`config.mk`:
```
export PLATFORM = sky130hd
export DESIGN_NAME = input_change_interrupt_status
export DESIGN_NICKNAME = d
export VERILOG_FILES = /design/src/rtl/ic_status_pkg.sv /design/src/rtl/input_change_interrupt_status.sv
export SDC_FILE = /design/constraint.sdc
export NUM_CORES = 1
export LEC_CHECK = 0
export BUFFER_PORTS_ARGS = -buffer_cell sky130_fd_sc_hd__buf_2
export CORE_MARGIN = 4
export CORE_UTILIZATION = 35
export CTS_BUF_LIST = sky130_fd_sc_hd__clkbuf_8 sky130_fd_sc_hd__clkbuf_16
export DETAILED_ROUTE_END_ITERATION = 10
export PLACE_DENSITY = 0.54
export SETUP_SLACK_MARGIN = 0.05
export SLEW_MARGIN = 0
export SYNTH_ARGS = -nofsm -noshare
export SYNTH_HDL_FRONTEND = slang
export SYNTH_SLANG_ARGS = --single-unit
```
`constraint.sdc`:
```
create_clock -name clk_in -period 3.6 [get_ports clk_in]
set_clock_uncertainty 0.15 [all_clocks]
set_input_delay 0.54 -clock clk_in [delete_from_list [all_inputs] [get_ports clk_in]]
set_output_delay 0.54 -clock clk_in [all_outputs]
set_load 0.005 [all_outputs]
```
`src/rtl/ic_status_pkg.sv`:
```
// Purpose: Constants for the input change and interrupt status block
// Assumes: Registers reached over the device's parallel register port
// Notes: Register addresses are register-port addresses, 4 bits wide
package ic_status_pkg;
  localparam logic [3:0] ADDR_AUX_CTRL = 4'h4;
  localparam logic [3:0] ADDR_INPUT_CHANGE = 4'h4;
  localparam logic [3:0] ADDR_INT_STATUS = 4'h5;
  localparam logic [3:0] ADDR_INT_MASK = 4'h5;
  localparam logic [7:0] AUX_CTRL_RESET = 8'h00;
  localparam logic [7:0] INT_MASK_RESET = 8'h00;
  localparam logic [7:0] INT_STATUS_RESET = 8'h00;
  localparam int CT_MODE_LSB = 4;
  localparam int CT_MODE_MSB = 6;
  localparam int CHANGE_BIT = 7;
  localparam int DIV16_LAST = 15;
  typedef enum logic [2:0] {
    CT_CNT_PIN2 = 3'h0,
    CT_CNT_CHA_TX = 3'h1,
    CT_CNT_CHB_TX = 3'h2,
    CT_CNT_XTAL16 = 3'h3,
    CT_TMR_PIN2 = 3'h4,
    CT_TMR_PIN2_16 = 3'h5,
    CT_TMR_XTAL = 3'h6,
    CT_TMR_XTAL16 = 3'h7
  } ct_source_e;
endpackage : ic_status_pkg

```
`src/rtl/input_change_interrupt_status.sv`:
```
// Purpose: Input change register, interrupt status/mask and counter/timer source select
// Assumes: Reads are one-cycle strobes; inputs synchronous to clk_in except general pins and counter/timer source clocks
// Notes: Counter/timer datapath lives elsewhere; it gets a tick and a mode flag
// Functional notes
// - Counter mode codes 000-011 clock the counter from pin 2, channel A tx, channel B tx, crystal/16.
// - Timer mode codes 100-111 clock from pin 2, pin 2/16, crystal, crystal/16.
// - Timer mode codes make the counter/timer produce a square wave, not a one-shot count.
// - Upper four change bits set on a change of state at inputs 3 down to 0.
// - Reading the input change register clears all four change bits.
// - Reading the input change register also clears the summary status bit.
// - Lower four bits of the input change register return the live input levels.
// - The active-low interrupt output is low when any status bit and its mask bit are both 1.
// - A status bit with mask 0 does not affect the interrupt output.
// - Status reads return unmasked status regardless of the mask.
// - Reset clears the four change bits and the summary bit; status bits 6 to 0 follow other_status_in.
// - The summary bit sets on a change at an input whose enable bit is set.
// - The summary bit is bit 7 of the interrupt status register.
// - Each low auxiliary control bit gates its input's change event, not the stored change flag, into the summary bit.
// - Counter/timer mode and source sit in auxiliary control bits 6 to 4.
`timescale 1ns/1ps
`default_nettype none
module input_change_interrupt_status
  import ic_status_pkg::*;
(
  input wire logic clk_in,
  input wire logic rst_n_in,
  input wire logic [3:0] addr_in,
  input wire logic rd_in,
  input wire logic wr_in,
  input wire logic [7:0] wdata_in,
  output logic [7:0] rdata_out,
  input wire logic general_input_0,
  input wire logic general_input_1,
  input wire logic general_input_2,
  input wire logic general_input_3,
  input wire logic chan_a_tx_bit_clock,
  input wire logic chan_b_tx_bit_clock,
  input wire logic crystal_clock_in,
  input wire logic [6:0] other_status_in,
  output logic ct_tick_out,
  output logic ct_square_mode_out,
  output logic irq_out_low
);
  logic [7:0] auxiliary_control_reg;
  logic [7:0] interrupt_mask_reg;
  logic [3:0] change_flags;
  logic change_summary;
  logic [3:0] sync1;
  logic [3:0] sync2;
  logic [3:0] prev;
  logic [3:0] pin_raw;
  logic [3:0] change_evt;
  logic [2:0] src_raw;
  logic [2:0] src_s1;
  logic [2:0] src_s2;
  logic [2:0] src_prev;
  logic [2:0] src_rise;
  logic [3:0] div_pin2;
  logic [3:0] div_xtal;
  logic [7:0] interrupt_status_reg;
  logic [7:0] next_rdata;
  logic [2:0] ct_mode;
  logic next_tick;
  logic rd_change;
  logic rd_status;
  logic wr_aux;
  logic wr_mask;
  logic summary_evt;
  logic pin2_div_evt;
  logic xtal_div_evt;
  logic ct_timer;
  logic [2:0] sync_fill;
  logic sync_ready;
  logic pin2_rise;

  assign pin_raw = {general_input_3, general_input_2, general_input_1, general_input_0};
  assign src_raw = {crystal_clock_in, chan_b_tx_bit_clock, chan_a_tx_bit_clock};
  assign rd_change = rd_in && (addr_in == ADDR_INPUT_CHANGE);
  assign rd_status = rd_in && (addr_in == ADDR_INT_STATUS);
  assign wr_aux = wr_in && (addr_in == ADDR_AUX_CTRL);
  assign wr_mask = wr_in && (addr_in == ADDR_INT_MASK);

  // sync and compare
  // No edges until the synchroniser holds real samples
  assign sync_ready = sync_fill[2];
  assign change_evt = (sync2 ^ prev) & {4{sync_ready}};
  assign pin2_rise = change_evt[2] && sync2[2];
  assign summary_evt = |(change_evt & auxiliary_control_reg[3:0]);

  assign ct_mode = auxiliary_control_reg[CT_MODE_MSB:CT_MODE_LSB];
  assign ct_timer = ct_mode[2];
  assign pin2_div_evt = pin2_rise && (div_pin2 == 4'(DIV16_LAST));
  assign xtal_div_evt = src_rise[2] && (div_xtal == 4'(DIV16_LAST));
  assign src_rise = src_s2 & ~src_prev & {3{sync_ready}};

  always_comb begin
    unique case (ct_source_e'(ct_mode))
      CT_CNT_PIN2: next_tick = pin2_rise;
      CT_CNT_CHA_TX: next_tick = src_rise[0];
      CT_CNT_CHB_TX: next_tick = src_rise[1];
      CT_CNT_XTAL16: next_tick = xtal_div_evt;
      CT_TMR_PIN2: next_tick = pin2_rise;
      CT_TMR_PIN2_16: next_tick = pin2_div_evt;
      CT_TMR_XTAL: next_tick = src_rise[2];
      CT_TMR_XTAL16: next_tick = xtal_div_evt;
    endcase
  end

  assign interrupt_status_reg = {change_summary, other_status_in};

  always_comb begin
    next_rdata = 8'h00;
    if (rd_change) begin
      next_rdata = {change_flags, sync2};
    end else if (rd_status) begin
      next_rdata = interrupt_status_reg;
    end
  end

  always_ff @(posedge clk_in or negedge rst_n_in) begin
    if (!rst_n_in) begin
      sync1 <= 4'h0;
      sync2 <= 4'h0;
      prev <= 4'h0;
      src_s1 <= 3'h0;
      src_s2 <= 3'h0;
      src_prev <= 3'h0;
      sync_fill <= 3'h0;
    end else begin
      sync_fill <= {sync_fill[1:0], 1'b1};
      sync1 <= pin_raw;
      sync2 <= sync1;
      prev <= sync2;
      src_s1 <= src_raw;
      src_s2 <= src_s1;
      src_prev <= src_s2;
    end
  end

  // Divide-by-16 prescalers
  always_ff @(posedge clk_in or negedge rst_n_in) begin
    if (!rst_n_in) begin
      div_pin2 <= 4'h0;
      div_xtal <= 4'h0;
    end else begin
      if (pin2_rise) begin
        div_pin2 <= div_pin2 + 4'h1;
      end
      if (src_rise[2]) begin
        div_xtal <= div_xtal + 4'h1;
      end
    end
  end

  always_ff @(posedge clk_in or negedge rst_n_in) begin
    if (!rst_n_in) begin
      auxiliary_control_reg <= AUX_CTRL_RESET;
      interrupt_mask_reg <= INT_MASK_RESET;
    end else begin
      if (wr_aux) begin
        auxiliary_control_reg <= wdata_in;
      end
      if (wr_mask) begin
        interrupt_mask_reg <= wdata_in;
      end
    end
  end

  // change flags, set wins over read clear
  always_ff @(posedge clk_in or negedge rst_n_in) begin
    if (!rst_n_in) begin
      change_flags <= INT_STATUS_RESET[3:0];
      change_summary <= INT_STATUS_RESET[CHANGE_BIT];
    end else begin
      change_flags <= (rd_change ? 4'h0 : change_flags) | change_evt;
      change_summary <= (rd_change ? 1'b0 : change_summary) | summary_evt;
    end
  end

  always_ff @(posedge clk_in or negedge rst_n_in) begin
    if (!rst_n_in) begin
      rdata_out <= 8'h00;
      ct_tick_out <= 1'b0;
      ct_square_mode_out <= 1'b0;
    end else begin
      rdata_out <= next_rdata;
      ct_tick_out <= next_tick;
      ct_square_mode_out <= ct_timer;
    end
  end

  assign irq_out_low = ~|(interrupt_status_reg & interrupt_mask_reg);

  a_flag_sets: assert property (@(posedge clk_in) disable iff (!rst_n_in)
    change_evt[0] |=> change_flags[0])
    else $error("change flag 0 not set");
  a_read_clears: assert property (@(posedge clk_in) disable iff (!rst_n_in)
    (rd_change && change_evt == 4'h0) |=> change_flags == 4'h0)
    else $error("change flags not cleared by read");
  a_summary_clear: assert property (@(posedge clk_in) disable iff (!rst_n_in)
    (rd_change && !summary_evt) |=> !interrupt_status_reg[7])
    else $error("summary not cleared by read");
  a_live_level: assert property (@(posedge clk_in) disable iff (!rst_n_in)
    rd_change |=> rdata_out[3:0] == $past(sync2))
    else $error("live level wrong");
  a_irq_low: assert property (@(posedge clk_in) disable iff (!rst_n_in)
    (|(interrupt_status_reg & interrupt_mask_reg)) |-> !irq_out_low)
    else $error("irq not asserted");
  a_irq_masked: assert property (@(posedge clk_in) disable iff (!rst_n_in)
    (interrupt_mask_reg == 8'h00) |-> irq_out_low)
    else $error("masked status drove irq");
  a_status_read: assert property (@(posedge clk_in) disable iff (!rst_n_in)
    rd_status |=> rdata_out == $past(interrupt_status_reg))
    else $error("status read masked");
  a_summary_gate: assert property (@(posedge clk_in) disable iff (!rst_n_in)
    (!interrupt_status_reg[7] && auxiliary_control_reg[3:0] == 4'h0) |=> !interrupt_status_reg[7])
    else $error("disabled change set summary");
  a_summary_set: assert property (@(posedge clk_in) disable iff (!rst_n_in)
    summary_evt |=> interrupt_status_reg[7] ##1 1'b1)
    else $error("summary not set");
  a_timer_flag: assert property (@(posedge clk_in) disable iff (!rst_n_in)
    ##1 ct_square_mode_out == $past(auxiliary_control_reg[6]))
    else $error("square mode flag wrong");
endmodule : input_change_interrupt_status
`default_nettype wire

```
==> impl_table.tex <==
\begin{tabular}{lr}
\hline
Metric & Value \\
\hline
\multicolumn{2}{l}{\textbf{Floorplan}} \\
\quad Initial core utilization & 0.3589 \\
\quad Width of the die & 88.46 um \\
\quad Core region area & 6314 um\^{}2 \\
\quad Die H & 88.46 um \\
\quad Die Footprint & 7825 um\^{}2 \\
\quad Row cnt & 29 \\
\quad Top-level I/O count & 41 \\
\multicolumn{2}{l}{\textbf{Finish}} \\
\quad Filler-free cell count of the finished design & 277 \\
\quad Layout-stage area growth over the synthesis result & 22.20\% \\
\quad Core occupancy in the finished layout & 0.4386 \\
\quad Finished layout cell area & 2769 um\^{}2 \\
\quad Layout fillers & 592 \\
\quad Layout cell share with drive strength beyond 1 & 0.3800 \\
\quad Fin nets & 227 \\
\quad Antenna cells & 0 \\
\multicolumn{2}{l}{\textbf{Synth}} \\
\quad Number of standard cells after synthesis & 145 \\
\quad Mapped Area & 2266 um\^{}2 \\
\quad Proportion of synthesized chip area in sequential cells & 0.6847 \\
\quad Number of storage elements in the synthesis netlist & 62 \\
\quad Number of warnings reported in the yosys synthesis log & 0 \\
\quad Number of distinct standard cells referenced by the synthesized netlist & 29 \\
\quad Synthesized netlist net count & 177 \\
\quad Post-synthesis area per instance & 15.63 um\^{}2 \\
\multicolumn{2}{l}{\textbf{Route}} \\
\quad Routed vias & 1351 \\
\quad Post-Route WL & 4346 um \\
\quad DR pass1 iterations & 4 \\
\quad Number of design-rule violations left by the first detailed-router iteration & 55 \\
\quad DRC violations left & 0 \\
\quad Per-cell routed wire length & 15.69 um \\
\quad Number of nets with antenna violations after routing & 0 \\
\quad Vias per Instance & 4.877 \\
\multicolumn{2}{l}{\textbf{CTS}} \\
\quad H-tree levels & 3 \\
\quad Insertion delay to the later sink of the worst-skew pair & 0.33 ns \\
\quad Clock sink total & 62 \\
\quad Number of gates resized after CTS & 0 \\
\quad TritonCTS buffer count & 9 \\
\quad Clock-pin slew on the worst setup and hold paths & 0.07 ns \\
\quad CTS Hold Bufs & 0 \\
\quad Maximum buffer depth of the clock tree & 2 \\
\quad TritonCTS clock tree & done \\
\quad Buffer type at the clock tree root & sky130\_fd\_sc\_hd\_\_clkbuf\_8 \\
\quad Post-CTS setup buffer count & 0 \\
\multicolumn{2}{l}{\textbf{Global routing}} \\
\quad Pin count of the biggest net entering global routing & 39 \\
\quad Initial antenna violation count & 0 \\
\quad GRT met2 Usage & 0.1618 \\
\quad Vias in the first global route & 1328 \\
\quad Grt peak-use layer & met1 \\
\quad Total global routing track utilization & 0.1197 \\
\quad Global-route met3 utilization & 0.03818 \\
\quad Met1 layer usage reported by global route & 0.1653 \\
\quad First-pass GRT wire length & 6748 um \\
\quad Overall overflow remaining after global route & 0 \\
\multicolumn{2}{l}{\textbf{STA}} \\
\quad Max-Slew Margin vs Limit & 0.6010 \\
\quad Fmax & 0.5007 GHz \\
\quad Final setup fails & 0 \\
\quad Worst hold slack after final layout & 0.03703 ns \\
\quad Post-layout min period & 1.997 ns \\
\quad Share of the cycle needed by the critical path after routing & 0.5548 \\
\quad Post-Route Setup TNS & 0 ns \\
\quad Final count of hold timing violations & 0 \\
\quad RSZ-0062 raised after global routing & false \\
\quad Transition time at the pin with the least slew margin & 0.5952 ns \\
\quad Max-slew violation count & 0 \\
\multicolumn{2}{l}{\textbf{Worst setup path}} \\
\quad Start point of the critical path & interrupt\_mask\_reg[2] \\
\quad FF-to-FF path depth & 4 \\
\quad Kind of end point of the critical path & primary output \\
\quad Cell with the largest stage delay on the worst path & sky130\_fd\_sc\_hd\_\_dfrtp\_1 \\
\quad Internal reg-to-reg setup slack & 2.20 ns \\
\quad WS Path Type & reg2out \\
\quad Largest stage delay on the critical path & 0.39 ns \\
\quad Data required time at the worst endpoint & 2.91 ns \\
\quad Critical Path AT & 1.31 ns \\
\quad Largest fanout on the critical path & 2 \\
\quad Critical path launch point type & flop \\
\quad Cell Chain, Critical Path & a22oi\_1 > and4\_1 > buf\_2 \\
\quad FF-to-FF End & ct\_tick\_out \\
\quad Startpoint of the worst-slack reg-to-reg timing path & sync\_fill[2] \\
\quad Combined buffer and inverter count along the critical path & 1 \\
\quad Family of cells with the greatest summed delay on the critical path & flip-flops \\
\multicolumn{2}{l}{\textbf{Min path}} \\
\quad Min-Delay Path Class & in2async \\
\multicolumn{2}{l}{\textbf{Power}} \\
\quad Maximum ir drop on the vdd rail & 0.0001961 V \\
\quad Power per standard cell area & 628.3 nW/um\^{}2 \\
\quad Static Leak & 1.321 nW \\
\multicolumn{2}{l}{\textbf{Placed design}} \\
\quad Port Buffer Count & 40 \\
\quad Final HPWL DP & 3084 um \\
\quad Cell area after placement & 2554 um\^{}2 \\
\quad Placed Cells incl. Taps & 261 \\
\quad Weighted congestion reported at the end of routability-driven placement & 0.9013 \\
\multicolumn{2}{l}{\textbf{Run}} \\
\quad Max-cap violation count & 0 \\
\multicolumn{2}{l}{\textbf{Status}} \\
\quad Status & completed \\
\hline
\end{tabular}
==> synthesized netlist by cell type (all sizes together) <==
cell type,instances,share of area
nor3b,1,0.0083
xor2,6,0.023
nor2,5,0.0083
ha,2,0.011
and3,1,0.0028
conb,1,0.0017
a22oi,6,0.020
nand2,8,0.014
nand3b,2,0.0066
nand4,3,0.0083
nor2b,2,0.0088
a22o,14,0.054
nand4b,1,0.0039
and4,1,0.0039
mux2,16,0.093
a31oi,1,0.0028
a21oi,1,0.0022
dfrtp,62,0.68
and4b,1,0.0044
nor3,2,0.0066
buf,2,0.0072
xnor2,4,0.015
nand3,3,0.0088
==> cell families (layout without fill, tap and decap cells) <==
group	after synthesis	count (layout)	synth area share
DFF	62	62	0.6847
and+or+nand+nor	30	30	0.08504
AOI/OAI and AO/OA	22	22	0.07896
muxes	16	16	0.09277
xor gates and xnor gates	10	10	0.03865
adders and majority gates	2	2	0.01104
buffers and inverters	2	57	0.007176
other	1	1	0.001655
==> layout by cell type (no fill, tap or decap), types with 3 or more instances in the layout <==
cell type / synthesis / final
sky130_fd_sc_hd__xor2_1: 6 / 6
sky130_fd_sc_hd__xnor2_1: 4 / 4
sky130_fd_sc_hd__nand4_1: 3 / 3
sky130_fd_sc_hd__mux2_4: 8 / 8
sky130_fd_sc_hd__dfrtp_1: 62 / 62
sky130_fd_sc_hd__a22o_1: 14 / 14
sky130_fd_sc_hd__clkbuf_8: 0 / 10
sky130_fd_sc_hd__nand2_1: 7 / 7
sky130_fd_sc_hd__a22oi_1: 6 / 6
sky130_fd_sc_hd__nor2_1: 5 / 5
sky130_fd_sc_hd__mux2_2: 8 / 8
sky130_fd_sc_hd__buf_2: 1 / 40
==> power by group <==
group          internal, mW  switching (mW)  total [mW]
logic                 0.120          0.0831       0.203
clock network         0.401           0.250       0.652
registers             0.804          0.0811       0.885
==> worst reg2reg max path: cells and delay by family (launching register included) <==
| kind | cells | cell delay [ns] |
|---|---|---|
| flip-flops | 1 | 0.59 |
| AND/OR/NAND/NOR | 2 | 0.27 |
| AO/OA/AOI/OAI | 2 | 0.31 |
==> cell type report <==
cell class / instances / area [um^2] / share of cell area
clock buffer: 10 / 137.6 / 0.04971
multi-input combinational: 81 / 698.2 / 0.2521
timing repair buffer: 41 / 207.7 / 0.07501
tap: 77 / 96.34 / 0.03479
sequential: 62 / 1551 / 0.5603
clock inverter: 6 / 77.57 / 0.02802
==> how the worst max path moves through the flow <==
| stage | cells past startpoint | end | slack, ns |
|---|---|---|---|
| after floorplan | 4 | interrupt_mask_reg[0] | 1.98 |
| after global placement | 4 | interrupt_mask_reg[6] | 1.63 |
| after detailed placement | 4 | interrupt_mask_reg[3] | 1.60 |
| after CTS | 3 | irq_out_low | 1.59 |
| after global routing | 3 | irq_out_low | 1.56 |
| final | 3 | irq_out_low | 1.60 |
==> routing by layer <==
metal | share of wire | up-vias
li1 | - | 623
met1 | 0.46 | 681
met2 | 0.45 | 35
met3 | 0.059 | 12
met4 | 0.029 | 0
met5 | 0 | -
==> through the flow <==
| stage | worst slack [ns] | power (mW) |
|---|---|---|
| after floorplan | 1.983 | 1.010 |
| after CTS | 1.590 | 1.768 |
| after global routing | 1.562 | 1.833 |
| after detailed placement | 1.603 | 1.105 |
| final | 1.603 | 1.740 |
| after global placement | 1.628 | 1.083 |
(Power assumes the default switching activity.)
